$ cat config.mk
export PLATFORM = sky130hd
export DESIGN_NAME = bfs_status
export DESIGN_NICKNAME = d
export VERILOG_FILES = /design/src/rtl/bfs_pkg.sv /design/src/rtl/bfs_sync.sv /design/src/rtl/bfs_share_mon.sv /design/src/rtl/bfs_status.sv
export SDC_FILE = /design/constraint.sdc
export NUM_CORES = 1
export LEC_CHECK = 0
export ABC_AREA = 1
export BUFFER_PORTS_ARGS = -buffer_cell sky130_fd_sc_hd__buf_4
export CORE_MARGIN = 8
export CORE_UTILIZATION = 35
export DETAILED_ROUTE_END_ITERATION = 8
export PLACE_DENSITY = 0.68
export SLEW_MARGIN = 0
export SYNTH_ARGS = -nofsm -noshare
export SYNTH_HDL_FRONTEND = slang
export SYNTH_SLANG_ARGS = --single-unit
$ cat constraint.sdc
create_clock -name I_CLK -period 1.91 [get_ports I_CLK]
set_clock_uncertainty 0.05 [all_clocks]
set_input_delay 0.382 -clock I_CLK [delete_from_list [all_inputs] [get_ports I_CLK]]
set_output_delay 0.382 -clock I_CLK [all_outputs]
set_load 0.01 [all_outputs]
$ cat src/rtl/bfs_pkg.sv
// Shared constants of the busy and first-fault status block
package bfs_pkg;

  // Command codes served by this block
  localparam logic [7:0]  CMD_COMMON       = 8'hF0;
  localparam logic [7:0]  CMD_STATUS2      = 8'hF1;
  localparam logic [7:0]  CMD_FIRST_FAULT  = 8'hF2;
  localparam logic [7:0]  CMD_CLEAR_FAULTS = 8'h03;

  // Common status byte layout
  localparam int          COM_ALERTB_BIT   = 7;
  localparam int          COM_BUSYB_BIT    = 6;
  localparam int          COM_SHARE_BIT    = 1;
  localparam int          COM_WP_BIT       = 0;
  localparam logic [7:0]  COM_RSVD_ONES    = 8'h3C;

  // Second fault status word layout
  localparam int          ST2_SHORT_BIT    = 2;
  localparam int          ST2_AUX_BIT      = 1;
  localparam int          ST2_VINOFF_BIT   = 0;
  localparam logic [15:0] ST2_RESET        = 16'h0000;

  // First-fault record layout and codes
  localparam int          FF_PAGE_LSB      = 12;
  localparam int          FF_BITN_LSB      = 8;
  localparam logic [3:0]  FF_PAGE_GLOBAL   = 4'hF;
  localparam logic [3:0]  FF_PAGE_CH1      = 4'h1;
  localparam logic [3:0]  FF_PAGE_CH0      = 4'h0;
  localparam logic [7:0]  FF_CMD_MFR       = 8'h80;
  localparam logic [7:0]  FF_CMD_TEMP      = 8'h7D;
  localparam logic [7:0]  FF_CMD_INPUT     = 8'h7C;
  localparam logic [7:0]  FF_CMD_VOUT      = 8'h7A;
  localparam logic [7:0]  FF_CMD_NONE      = 8'h00;
  localparam logic [15:0] FF_RESET         = 16'h0000;
  localparam logic [7:0]  STAMP_RESET      = 8'h00;

  // Timing
  localparam int          CLK_PERIOD_NS    = 10;
  localparam int          SHARE_LOW_NS     = 1000;
  localparam int          SHARE_LOW_CYC    = (SHARE_LOW_NS + CLK_PERIOD_NS - 1) / CLK_PERIOD_NS;

endpackage

$ cat src/rtl/bfs_sync.sv
// Two-flop synchroniser for pins from outside the clock domain
`timescale 1ns/10ps
module bfs_sync #(
  parameter int W = 1
) (
  input  wire logic         i_clk,
  input  wire logic         i_rst_n,
  input  wire logic [W-1:0] i_async,
  output logic      [W-1:0] o_sync
);

  logic [W-1:0] meta_reg;

  // First stage read only by the second
  always_ff @(posedge i_clk) begin
    if (!i_rst_n) begin
      meta_reg <= '0;
      o_sync   <= '0;
    end else begin
      meta_reg <= i_async;
      o_sync   <= meta_reg;
    end
  end

endmodule

$ cat src/rtl/bfs_share_mon.sv
// Shared clock monitor: held-low detect and shared timer low byte
`timescale 1ns/10ps
module bfs_share_mon #(
  parameter int TIMER_W = 8,
  parameter int LOW_CYC = bfs_pkg::SHARE_LOW_CYC
) (
  input  wire logic               i_clk,
  input  wire logic               i_rst_n,
  input  wire logic               i_share_clk,
  output logic                    o_held_low,
  output logic      [TIMER_W-1:0] o_timer
);

  localparam int CW = $clog2(LOW_CYC + 1);

  logic          share_s;
  logic          share_d_reg;
  logic [CW-1:0] low_cnt_reg;

  bfs_sync #(.W(1)) u_sync (
    .i_clk   (i_clk),
    .i_rst_n (i_rst_n),
    .i_async (i_share_clk),
    .o_sync  (share_s)
  );

  always_ff @(posedge i_clk) begin
    if (!i_rst_n) share_d_reg <= 1'b0;
    else          share_d_reg <= share_s;
  end

  // Timer ticks on each rising edge of the shared clock
  always_ff @(posedge i_clk) begin
    if (!i_rst_n)                   o_timer <= '0;
    else if (share_s && !share_d_reg) o_timer <= o_timer + 1'b1;
  end

  // Low for longer than any active half period means the line is parked
  always_ff @(posedge i_clk) begin
    if (!i_rst_n) begin
      low_cnt_reg <= '0;
      o_held_low  <= 1'b0;
    end else if (share_s) begin
      low_cnt_reg <= '0;
      o_held_low  <= 1'b0;
    end else if (low_cnt_reg != CW'(LOW_CYC)) begin
      low_cnt_reg <= low_cnt_reg + 1'b1;
    end else begin
      o_held_low  <= 1'b1;
    end
  end

endmodule

$ cat src/rtl/bfs_status.sv
// Common status, second fault status and first-fault record
`timescale 1ns/10ps
// How it works
// While busy, only common status reads served.
// Busy: NACK command byte, set busy flags.
// Busy rejection pulls alert line low.
// Alert field reads alert line level.
// Availability field is one unless busy.
// Reserved common status bits read ones.
// Shared-clock field one when line held low.
// Write-protect field reports pin level.
// Sticky bits hold until clear or turn-on.
// Alert-raising bits pull alert when set.
// Global bits ignore page; others follow page.
// Status word bits 15..3 read zero.
// Bit 2: early turn-on, sticky, alerting.
// Bit 1: live auxiliary pad drive, global.
// Bit 0: input-voltage turn-off, sticky, quiet.
// Record first forced-off fault regardless of logging.
// Clear record on clear command or turn-on.
// Snapshot shared timer low byte at fault.
// Stamp resets whenever record is cleared.
// Record bits 15..12 hold fault page.
// Record bits 11..8 hold bit number.
// Record bits 7..0 hold status command.
// Held record not overwritten until cleared.
module bfs_status #(
  parameter int NCH     = 2,
  parameter int TIMER_W = 8
) (
  input  wire logic        I_CLK,
  input  wire logic        I_RST_N,
  input  wire logic        I_CMD_VALID,
  input  wire logic [7:0]  I_CMD_CODE,
  input  wire logic        I_BUSY,
  input  wire logic        I_PAGE,
  input  wire logic [1:0]  I_CH_ON,
  input  wire logic [1:0]  I_SHORT_CYCLE,
  input  wire logic [1:0]  I_VIN_OFF,
  input  wire logic        I_AUX_DRIVE,
  input  wire logic        I_FAULT_OFF,
  input  wire logic        I_FAULT_GLOBAL,
  input  wire logic        I_FAULT_CH,
  input  wire logic [3:0]  I_FAULT_BITN,
  input  wire logic [7:0]  I_FAULT_CMD,
  input  wire logic        I_ALERT,
  input  wire logic        I_WP,
  input  wire logic        I_SHARE_CLK,
  output logic             O_CMD_ACK,
  output logic             O_CMD_NACK,
  output logic             O_RD_HIT,
  output logic      [15:0] O_RD_DATA,
  output logic             O_BUSY_FLAG,
  output logic             O_ALERT_OE_N,
  output logic      [15:0] O_LOG_FIRST_FAULT,
  output logic      [7:0]  O_LOG_STAMP
);

  // Decoding shared by the read-hit flag and the read mux
  function automatic logic is_status_read(input logic [7:0] code);
    is_status_read = (code == bfs_pkg::CMD_COMMON) ||
                     (code == bfs_pkg::CMD_STATUS2) ||
                     (code == bfs_pkg::CMD_FIRST_FAULT);
  endfunction

  function automatic logic [3:0] page_code(input logic glob, input logic ch);
    if (glob)    page_code = bfs_pkg::FF_PAGE_GLOBAL;
    else if (ch) page_code = bfs_pkg::FF_PAGE_CH1;
    else         page_code = bfs_pkg::FF_PAGE_CH0;
  endfunction

  logic [1:0]         pin_s;
  logic               alert_s;
  logic               wp_s;
  logic               share_low;
  logic [TIMER_W-1:0] share_timer;

  logic [NCH-1:0]     ch_on_d_reg;
  logic [NCH-1:0]     ch_turn_on;
  logic               accept;
  logic               reject;
  logic               clear_cmd;
  logic [NCH-1:0]     short_reg;
  logic [NCH-1:0]     vinoff_reg;
  logic               alert_reg;
  logic               alert_next;
  logic               ff_held_reg;
  logic               ff_clear;
  logic               ff_take;
  logic [7:0]         common_byte;
  logic [15:0]        status2_word;
  logic [15:0]        rd_next;

  bfs_sync #(.W(2)) u_pin_sync (
    .i_clk   (I_CLK),
    .i_rst_n (I_RST_N),
    .i_async ({I_ALERT, I_WP}),
    .o_sync  (pin_s)
  );

  assign alert_s = pin_s[1];
  assign wp_s    = pin_s[0];

  bfs_share_mon #(.TIMER_W(TIMER_W)) u_share (
    .i_clk       (I_CLK),
    .i_rst_n     (I_RST_N),
    .i_share_clk (I_SHARE_CLK),
    .o_held_low  (share_low),
    .o_timer     (share_timer)
  );

  // Channel off-to-on transitions
  always_ff @(posedge I_CLK) begin
    if (!I_RST_N) ch_on_d_reg <= '0;
    else          ch_on_d_reg <= I_CH_ON;
  end

  assign ch_turn_on = I_CH_ON & ~ch_on_d_reg;

  // Command acceptance
  assign accept    = I_CMD_VALID && (!I_BUSY || (I_CMD_CODE == bfs_pkg::CMD_COMMON));
  assign reject    = I_CMD_VALID && !accept;
  assign clear_cmd = accept && (I_CMD_CODE == bfs_pkg::CMD_CLEAR_FAULTS);

  // Address ack is the link engine's; this is the command byte answer
  always_ff @(posedge I_CLK) begin
    if (!I_RST_N) begin
      O_CMD_ACK  <= 1'b0;
      O_CMD_NACK <= 1'b0;
      O_RD_HIT   <= 1'b0;
    end else begin
      O_CMD_ACK  <= accept;
      O_CMD_NACK <= reject;
      O_RD_HIT   <= accept && is_status_read(I_CMD_CODE);
    end
  end

  // Busy flag for status byte and word; a new rejection beats a clear
  always_ff @(posedge I_CLK) begin
    if (!I_RST_N)       O_BUSY_FLAG <= 1'b0;
    else if (reject)    O_BUSY_FLAG <= 1'b1;
    else if (clear_cmd) O_BUSY_FLAG <= 1'b0;
  end

  // Sticky per-channel bits; set wins over clear
  genvar g;
  generate
    for (g = 0; g < NCH; g++) begin : g_ch
      always_ff @(posedge I_CLK) begin
        if (!I_RST_N)                           short_reg[g] <= 1'b0;
        else if (I_SHORT_CYCLE[g])              short_reg[g] <= 1'b1;
        else if (clear_cmd || ch_turn_on[g])    short_reg[g] <= 1'b0;
      end

      always_ff @(posedge I_CLK) begin
        if (!I_RST_N)                           vinoff_reg[g] <= 1'b0;
        else if (I_VIN_OFF[g])                  vinoff_reg[g] <= 1'b1;
        else if (clear_cmd || ch_turn_on[g])    vinoff_reg[g] <= 1'b0;
      end
    end
  endgenerate

  // Alert latch; held until a clear command, raised events win
  always_comb begin
    alert_next = alert_reg;
    if (clear_cmd)
      alert_next = 1'b0;
    if (reject)
      alert_next = 1'b1;
    // Any short event, so a clear in the same cycle cannot swallow it
    if (|I_SHORT_CYCLE)
      alert_next = 1'b1;
  end

  always_ff @(posedge I_CLK) begin
    if (!I_RST_N) alert_reg <= 1'b0;
    else          alert_reg <= alert_next;
  end

  // Open drain: enable low while pulling the line
  assign O_ALERT_OE_N = ~alert_reg;

  // First-fault record; capture regardless of log enable
  assign ff_clear = clear_cmd || (|ch_turn_on);
  assign ff_take  = I_FAULT_OFF && !ff_held_reg;

  always_ff @(posedge I_CLK) begin
    if (!I_RST_N)      ff_held_reg <= 1'b0;
    else if (ff_take)  ff_held_reg <= 1'b1;
    else if (ff_clear) ff_held_reg <= 1'b0;
  end

  always_ff @(posedge I_CLK) begin
    if (!I_RST_N) begin
      O_LOG_FIRST_FAULT <= bfs_pkg::FF_RESET;
    end else if (ff_take) begin
      O_LOG_FIRST_FAULT <= {page_code(I_FAULT_GLOBAL, I_FAULT_CH),
                            I_FAULT_BITN,
                            I_FAULT_CMD};
    end else if (ff_clear) begin
      O_LOG_FIRST_FAULT <= bfs_pkg::FF_RESET;
    end
  end

  // Stamp follows the record so the two never disagree
  always_ff @(posedge I_CLK) begin
    if (!I_RST_N)      O_LOG_STAMP <= bfs_pkg::STAMP_RESET;
    else if (ff_take)  O_LOG_STAMP <= share_timer[7:0];
    else if (ff_clear) O_LOG_STAMP <= bfs_pkg::STAMP_RESET;
  end

  // Common status byte
  always_comb begin
    common_byte                          = bfs_pkg::COM_RSVD_ONES;
    common_byte[bfs_pkg::COM_ALERTB_BIT] = alert_s;
    common_byte[bfs_pkg::COM_BUSYB_BIT]  = !I_BUSY;
    common_byte[bfs_pkg::COM_SHARE_BIT]  = share_low;
    common_byte[bfs_pkg::COM_WP_BIT]     = wp_s;
  end

  // Second fault status word
  always_comb begin
    status2_word                         = bfs_pkg::ST2_RESET;
    status2_word[bfs_pkg::ST2_SHORT_BIT] = short_reg[I_PAGE];
    status2_word[bfs_pkg::ST2_AUX_BIT]   = I_AUX_DRIVE;
    status2_word[bfs_pkg::ST2_VINOFF_BIT] = vinoff_reg[I_PAGE];
  end

  // Read data
  always_comb begin
    rd_next = O_RD_DATA;
    if (accept && is_status_read(I_CMD_CODE)) begin
      unique case (I_CMD_CODE)
        bfs_pkg::CMD_COMMON:  rd_next = {8'h00, common_byte};
        bfs_pkg::CMD_STATUS2: rd_next = status2_word;
        default:              rd_next = O_LOG_FIRST_FAULT;
      endcase
    end
  end

  always_ff @(posedge I_CLK) begin
    if (!I_RST_N) O_RD_DATA <= 16'h0000;
    else          O_RD_DATA <= rd_next;
  end

endmodule

After elaboration in Yosys (flattened, before gate mapping)
Cells that the tools add are included.
{"block": "word_totals", "register_bits": 75, "wordCells": 82}
{"block": "classes", "order_cmp": 1, "addsub": 2, "reduce_logical": 26, "n_mux": 22, "n_bitwise": 4, "n_eq_ne": 5}
{"operator": "$mux 16", "n": 2}
{"operator": "$pmux 16 s2", "n": 1}
{"operator": "$eq 8x8->1 const B", "n": 3}
{"operator": "$mux 1", "n": 16}
{"operator": "$mux 8", "n": 2}
{"operator": "$reduce_bool 2->1", "n": 6}
{"operator": "$add 8x1->8 const B", "n": 1}
{"operator": "$eq 8x2->1 const B", "n": 1}
{"operator": "$add 7x1->7 const B", "n": 1}
{"operator": "$ne 7x7->1 const B", "n": 1}
{"operator": "$logic_and 1x1->1", "n": 6}
{"operator": "$logic_or 1x1->1", "n": 6}
{"operator": "$reduce_or 2->1", "n": 3}
{"operator": "$logic_not 1->1", "n": 4}
{"operator": "$mux 4", "n": 1}
{"operator": "$reduce_bool 3->1", "n": 1}
{"operator": "$and 2x2->2", "n": 1}
{"operator": "$lt 1x2->1 const B", "n": 1}
{"operator": "$not 1->1", "n": 2}
{"operator": "$not 2->2", "n": 1}

Depth between registers and ports, before layout
Gate-level depths: netlist of run 1.
{"block": "logic_depth", "ltp_word": 7, "mapped_depth": 10, "mapped_depth_nobuf": 10}

Cells and area by module
From an unflattened synthesis of run 1, not the netlist that was laid out.
{"block": "unflattened", "cells_unflattened": 412, "hier_area_um2": 3051.7}
{"module": "bfs_status", "cells_per_inst": 285, "area_per_inst_um2": 2090.8, "instances": 1}
{"module": "bfs_share_mon", "cells_per_inst": 109, "area_per_inst_um2": 795.8, "instances": 1}
{"module": "bfs_sync at u_pin_sync", "cells_per_inst": 12, "area_per_inst_um2": 110.1, "instances": 1}
{"module": "bfs_sync at u_share.u_sync", "cells_per_inst": 6, "area_per_inst_um2": 55.1, "instances": 1}

Least setup slack after synthesis of run 1
No wires, ideal clock.
{"block": "synth_path", "path_type": "input port to flip-flop", "startpoint": "input I_CMD_CODE[6]", "endpoint": "register O_LOG_FIRST_FAULT[2]", "path_buffers": 2, "path_stages": 9, "setup_ps": 132, "t_arrival_ps": 1230, "t_required_ps": 1728, "slack_ps": 498, "cell_sequence": "nand2_1 > nor2_8 > nand2_4 > nand2_4 > nand3_2 > buf_6 > buf_6 > nand4_1 > a21oi_1"}
{"block": "synth_between", "elab_chain_len": 6, "word_cells_on_any_way": 7}
{"element": "start, declared", "line_no": "bfs_status.sv:34", "source": "input wire logic [7:0] I_CMD_CODE,"}
{"element": "$eq 8x8->1", "line_no": "bfs_status.sv:121", "source": "assign accept = I_CMD_VALID && (!I_BUSY || (I_CMD_CODE == bfs_pkg::CMD_COMMON));"}
{"element": "$logic_or 1x1->1", "line_no": "bfs_status.sv:121"}
{"element": "$logic_and 1x1->1", "line_no": "bfs_status.sv:121"}
{"element": "$logic_and 1x1->1 *", "line_no": "bfs_status.sv:123", "source": "assign clear_cmd = accept && (I_CMD_CODE == bfs_pkg::CMD_CLEAR_FAULTS);"}
{"element": "$logic_or 1x1->1 *", "line_no": "bfs_status.sv:184", "source": "assign ff_clear = clear_cmd || (|ch_turn_on);"}
{"element": "$reduce_bool 2->1 (no source line) *"}
{"element": "end signal, assigned", "line_no": "bfs_status.sv:195", "source": "O_LOG_FIRST_FAULT <= bfs_pkg::FF_RESET;"}
{"element": "end signal, assigned", "line_no": "bfs_status.sv:197", "source": "O_LOG_FIRST_FAULT <= {page_code(I_FAULT_GLOBAL, I_FAULT_CH),"}
{"element": "end signal, assigned", "line_no": "bfs_status.sv:201", "source": "O_LOG_FIRST_FAULT <= bfs_pkg::FF_RESET;"}
{"element": "end, declared", "line_no": "bfs_status.sv:55", "source": "output logic [15:0] O_LOG_FIRST_FAULT,"}
Mark *: on every way between the ends. The rest lies on a longest branch, timed or not.
A chain may end at the register's enable or synchronous reset.

Worst setup path in the final report of run 1
{"block": "layout_path", "startpoint": "register u_share.o_timer[0]", "endpoint": "register u_share.o_timer[6]"}
{"block": "layout_between", "elab_chain_len": 1}
{"element": "start, declared", "line_no": "bfs_share_mon.sv:11", "source": "output logic [TIMER_W-1:0] o_timer"}
{"element": "start signal, assigned", "line_no": "bfs_share_mon.sv:35", "source": "else if (share_s && !share_d_reg) o_timer <= o_timer + 1'b1;"}
{"element": "$add 8x1->8", "line_no": "bfs_share_mon.sv:35"}
Every way passes these cells.

==> flow_summary.json, run 1 <==
{
  "cts_setup_buffers": 0,
  "synth_area_mm2": 0.00304,
  "holdPathEnd": "u_share.u_sync.meta_reg",
  "cts_hold_buf": 0,
  "r2r-start": "u_share.o_timer[0]",
  "fmax_mhz": 702,
  "drc": 0,
  "status": "finished clean",
  "clk_pin_slew_worst_paths_ns": 0.08,
  "die-width_um": 109,
  "switchingPower_uw": 780,
  "rsz0062_at_grt": "false",
  "seq_area_frac_synth": 0.468,
  "drive_gt1_frac": 0.293,
  "cp_slowest_cell": "dfxtp_1",
  "cts_tree": "yes",
  "drv_cap": 0,
  "routabilityCongestion": 0.840,
  "seqPwrFrac": 0.489,
  "regToRegEndpoint": "u_share.o_timer[6]",
  "worstPathCellList": "ha_1, inv_1, nor3_2, nand2_1, nor2_1, nand3_1, nand2_1, nor2_1",
  "p_leak_uw": 0.00182,
  "first_pass_iters": 4,
  "antenna_found_initial": 0,
  "fin_crit_sh": 0.746,
  "synth-edff-count": 0,
  "cpPeakStageDelay_ns": 0.39,
  "layout_common_cells": "buf_4 (86), dfxtp_1 (71), nand2_1 (64), a21oi_1 (41), inv_1 (39)",
  "boundaryPins": 83,
  "dr_total_vias": 2793,
  "initial_utilization": 0.355,
  "die_h_um": 109,
  "peakVddDrop_mv": 0.355,
  "hold_viol_final": 0,
  "slew_headroom": 0.752,
  "start_kind": "flip-flop",
  "power_uw": 3180,
  "worstSkewPairLatency_ns": 0.34,
  "synth_warnings": 0,
  "worstHoldPathType": "in -> reg",
  "rr_worst_depth": 8,
  "rows": 34,
  "place_hpwl_mm": 5.89,
  "slew_viol_final": 0,
  "top_regs": "O_LOG_FIRST_FAULT x14, O_RD_DATA x14",
  "antennaDiodeCount": 0,
  "p_clk_frac": 0.416,
  "hold_depth": 3,
  "htreeDepth": 3,
  "drtIter0Drc": 130,
  "grt_overflow": 0,
  "cts_sinks": 71,
  "intPower_uw": 2400,
  "seq_area_mm2": 0.00142,
  "final_common_cell": "buf_4",
  "clk_root_buffer_cell": "clkbuf_8",
  "grt_max_degree": 34,
  "powerDensity_mw_per_mm2": 806,
  "clockBufferDepth": 2,
  "via_per_inst": 4.86,
  "cp.arrival_ns": 1.62,
  "combPwrFrac": 0.095,
  "r2r_slack_ns": 0.48,
  "swShare": 0.245,
  "final-setup-viol-count": 0,
  "multi_input_area_mm2": 0.00131,
  "worst_slew_pin_slew_ns": 0.372,
  "core_mm2": 0.00855,
  "die_area_mm2": 0.0119,
  "grt_pass1_wl_mm": 13.0,
  "setup_tns_ns": 0,
  "syn2layout_area_growth_pct": 30.0,
  "synth_ff_type": "dfxtp_1",
  "grt_use_total": 0.136,
  "synth.avg_cell_area_um2": 7.87,
  "finalNetCount": 503,
  "critPathKind": "reg -> reg",
  "syn_inst": 386,
  "routed_wl_mm": 7.82,
  "ys_types": 37,
  "io_buffers": 82,
  "synthArstFlopShare": 0,
  "period_needed_ns": 1.43,
  "cp-end-kind": "flip-flop",
  "routedWlPerCell_um": 13.6,
  "postSynthNetCount": 427,
  "fill_cells": 869,
  "grt_pass1_vias": 2803,
  "min-delay-start": "I_SHARE_CLK",
  "ctsResizeCount": 0,
  "synth_seq_cells": 71,
  "cts_buffers": 9,
  "ant_nets": 0,
  "worstPathRequired_ns": 2.10,
  "worstPathMaxFanout": 4
}
power groups by stage:
stage               Combinational [µW]  Clock [µW]  Sequential (µW)
finish                             302        1320             1560
global route                       337        1420             1560
CTS                                306        1350             1560
detailed placement                 305           0             1590
global placement                   298           0             1590
floorplan                          147           0             1590
area by class of cell:
type,count,area share
Clock inverter,7,0.0244
Tap cell,108,0.0342
Inverter,46,0.0437
Sequential cell,71,0.360
Clock buffer,9,0.0314
Multi-Input combinational cell,246,0.332
Timing Repair Buffer,88,0.174
worst max-delay path, delay by kind of cell, from the launching register on:
kind | cells | cell delay, ns
buf+inv | 1 | 0.05
fa+ha+maj | 1 | 0.17
flops | 1 | 0.39
simple gates | 6 | 0.69
worst max-delay path by stage:
stage | from | end | depth (start not counted) | slack (ns)
after floorplan | I_CMD_CODE[6] | O_LOG_FIRST_FAULT[2] | 9 | 0.50
after global placement | I_CMD_CODE[2] | O_RD_DATA[3] | 10 | 0.22
after detailed placement | I_CMD_CODE[6] | O_LOG_FIRST_FAULT[14] | 9 | 0.17
after CTS | u_share.o_timer[0] | u_share.o_timer[6] | 8 | 0.48
after global routing | u_share.u_sync.o_sync | u_share.o_timer[6] | 9 | 0.29
final | u_share.o_timer[0] | u_share.o_timer[6] | 8 | 0.48
cells in the mapped netlist (5+ instances only):
library cell,count,share of area
dfxtp_1,71,0.47
nand2_1,64,0.079
a21oi_1,41,0.068
inv_1,39,0.048
nor2_1,30,0.037
nand4_1,26,0.054
nand3_1,25,0.041
o21ai_0,9,0.015
nand2_2,8,0.016
clkbuf_1,7,0.0087
a21oi_2,6,0.017
and3_1,6,0.012
buf_2,5,0.0082
inv_2,5,0.0062
metal layers:
layer,routed length (µm),global-route usage
met2,3760,0.222
met3,510,0.0349
met5,0,0
met1,3410,0.161
met4,134,0.0674
kinds of logic (layout without fill, tap and decap cells):
group / after synthesis / in the layout / share of synthesized area
AOI/OAI and AO/OA: 63 / 63 / 0.114
muxes: 1 / 1 / 0.00330
buffers and inverters: 69 / 150 / 0.0997
adders and majority gates: 3 / 3 / 0.0124
and+or+nand+nor: 176 / 176 / 0.294
DFF: 71 / 71 / 0.468
xor gates and xnor gates: 3 / 3 / 0.00865
stage by stage:
stage / worst slack [ns] / utilization / cells / instance area [µm²] / hold slack, ns
after CTS: 0.481 / 0.462 / 575 / 3950 / 0.166
final: 0.485 / 0.462 / 575 / 3950 / 0.175
after floorplan: 0.498 / - / 386 / 3040 / 0.340
after global routing: 0.289 / 0.462 / 575 / 3950 / 0.180
after global placement: 0.224 / 0.436 / 559 / 3730 / 0.348
after detailed placement: 0.170 / 0.436 / 559 / 3730 / 0.350
Power figures use the tool's default switching activity.
==> inputs of run 2 (changes only) <==
Settings changed: ABC_AREA 1 to 0, PLACE_DENSITY 0.68 to 0.71.
Clock period 1.91 ns to 1.2 ns, I/O delays scaled along.
==> flow_summary.json, run 2 <==
{
  "cts_sinks": 71,
  "slew_headroom": 0.797,
  "hold_viol_final": 0,
  "boundaryPins": 83,
  "startpoint": "I_CMD_CODE[3]",
  "grt_use_total": 0.141,
  "cp-end-kind": "flip-flop",
  "cts_buffers": 9,
  "grt_pass1_wl_mm": 12.4,
  "final_common_cell": "buf_4",
  "synth_ff_type": "dfxtp_1",
  "place_hpwl_mm": 5.44,
  "worstHoldPathType": "in -> reg",
  "routed_wl_mm": 8.03,
  "layout_common_cells": "buf_4 (119), dfxtp_1 (60), nor2_1 (26), a22o_1 (25), buf_6 (12)",
  "dr_total_vias": 2447,
  "start_kind": "input pin",
  "synth_warnings": 0,
  "cts_tree": "yes",
  "cp.depth": 4,
  "fin_ws_ns": -0.184,
  "worstPathCellList": "buf_6, or3b_4, or4_4, o221a_1",
  "crit_buf_inv": 1,
  "setup_tns_ns": -3.79,
  "fin_crit_sh": 1.15,
  "rows": 32,
  "worstPathRequired_ns": 1.39,
  "synth_area_mm2": 0.00273,
  "htreeDepth": 3,
  "top_regs": "O_LOG_FIRST_FAULT x14, O_RD_DATA x14",
  "violations": "setup timing",
  "via_per_inst": 4.86,
  "synth.avg_cell_area_um2": 10.1,
  "rsz0062_at_grt": "true",
  "worstSkewPairLatency_ns": 0.34,
  "grt_overflow": 0,
  "endpoint": "O_RD_DATA[2]",
  "synth-edff-count": 0,
  "cp.arrival_ns": 1.57,
  "drv_cap": 0,
  "yosysTopAreaCell": "dfxtp_1",
  "cts_hold_buf": 0,
  "regToRegEndpoint": "u_share.low_cnt_reg[1]",
  "synthTopCellsByCount": "dfxtp_1 (71), nor2_1 (27), a22o_1 (25)",
  "fmax_mhz": 722,
  "syn_inst": 270,
  "routedWlPerCell_um": 16.0,
  "status": "complete, but fails checks",
  "peakVddDrop_mv": 0.723,
  "antenna_found_initial": 0,
  "powerDensity_mw_per_mm2": 1190,
  "grt_pass1_vias": 2458,
  "clockBufferDepth": 2,
  "yosysTopAreaCellShare": 0.521,
  "synth.most_common_cell": "dfxtp_1",
  "seq_area_frac_synth": 0.521,
  "drc": 0,
  "die_h_um": 104,
  "grt_max_degree": 30,
  "crit_family": "simple AND/OR/NAND/NOR gates",
  "drive_gt1_frac": 0.536,
  "rr_worst_depth": 6,
  "r2r-start": "u_share.low_cnt_reg[0]",
  "slew_viol_final": 0,
  "final-setup-viol-count": 48,
  "ant_nets": 0,
  "syn2layout_area_growth_pct": 58.1,
  "synth_seq_cells": 71,
  "synthArstFlopShare": 0,
  "period_needed_ns": 1.38,
  "io_buffers": 82,
  "first_pass_iters": 4,
  "routabilityCongestion": 0.805,
  "drtIter0Drc": 126,
  "die_area_mm2": 0.0109,
  "cpPeakStageDelay_ns": 0.59,
  "p_leak_uw": 0.00188,
  "core_mm2": 0.00765,
  "clk_pin_slew_worst_paths_ns": 0.07,
  "worstPathMaxFanout": 4,
  "critPathKind": "in -> reg",
  "clk_root_buffer_cell": "clkbuf_8",
  "initial_utilization": 0.357,
  "finalNetCount": 437,
  "worst_slew_pin_slew_ns": 0.304,
  "r2r_slack_ns": -0.15,
  "antennaDiodeCount": 0,
  "synthTopCellsByArea": "dfxtp_1 (52%), a22o_1 (8.0%), nor2_1 (3.7%), xor2_1 (2.9%), a21oi_1 (2.4%)",
  "die-width_um": 104,
  "place_ws_ns": -0.732,
  "cp_slowest_cell": "or4_4",
  "ys_types": 46,
  "postSynthNetCount": 311
}
## run 2: cell count changes in the layout (fill, tap and decap cells not counted), moves of 9 or more
cell | previous run | this run
a21oi_1 | 41 | 2
a22o_1 | 0 | 25
and2_1 | 0 | 9
buf_4 | 86 | 119
buf_6 | 0 | 12
dfxtp_1 | 71 | 60
dfxtp_2 | 0 | 11
inv_1 | 39 | 3
nand2_1 | 64 | 5
nand3_1 | 25 | 1
nand4_1 | 26 | 6
## run 2: cells by family (layout without fill, tap and decap cells)
kind of cell | count (synthesis) | in the layout | share of synthesized area
compound gates | 55 | 55 | 0.153
mux | 7 | 7 | 0.0271
flops | 71 | 71 | 0.521
buf+inv | 25 | 155 | 0.0445
simple gates | 93 | 94 | 0.189
xor+xnor | 15 | 15 | 0.0482
fa+ha+maj | 4 | 4 | 0.0174
## run 2: stage by stage
stage | total power, µW | area (µm²) | utilization | hold slack, ns | std cells
6_report | 5140 | 4310 | 0.564 | 0.0568 | 503
5_1_grt | 5340 | 4310 | 0.564 | 0.0535 | 503
4_1_cts | 5130 | 4100 | 0.536 | 0.0457 | 493
3_5_place_dp | 3030 | 3680 | 0.482 | 0.370 | 471
3_3_place_gp | 3020 | 3680 | 0.482 | 0.368 | 471
2_1_floorplan | 2750 | 2800 | - | 0.281 | 270
## run 2: how the worst min path moves through the flow
stage	startpoint	endpoint	slack [ns]	cells past startpoint
global route	I_FAULT_BITN[1]	O_LOG_FIRST_FAULT[9]	0.05	2
detailed placement	u_pin_sync.meta_reg[0]	u_pin_sync.o_sync[0]	0.37	1
finish	I_SHARE_CLK	u_share.u_sync.meta_reg	0.06	2
floorplan	I_BUSY	O_CMD_ACK	0.28	1
global placement	u_pin_sync.meta_reg[1]	u_pin_sync.o_sync[1]	0.37	1
CTS	I_FAULT_BITN[3]	O_LOG_FIRST_FAULT[11]	0.05	2
## run 2: what timing repair did
action,in CTS,in global routing
setup buffers,4,10
setup endpoints to repair,47,57
hold endpoints to repair,0,0
gates resized for setup,37,36
pin swaps,16,23
gates cloned,2,0
## run 2: report_power, final
group | switching (µW) | leakage [µW] | internal, µW
Clock | 875 | 0.000102 | 1160
Sequential | 51.4 | 0.000583 | 2430
Combinational | 264 | 0.00119 | 351
Total | 1190 | 0.00188 | 3950
## run 2: final cells by class
type / instances / area, µm²
Clock buffer: 10 / 128
Clock inverter: 6 / 85.1
Fill cell: 645 / 3330
Inverter: 5 / 18.8
Multi-Input combinational cell: 175 / 1440
Sequential cell: 71 / 1440
Tap cell: 102 / 128
Timing Repair Buffer: 134 / 1080
## run 2: per-layer routing
layer	track usage	share of wire	vias to the layer above
met3	0.0452	0.052	14
met5	0	0	-
met4	0.0538	0.022	0
li1	-	-	1208
met1	0.167	0.44	1149
met2	0.231	0.49	76
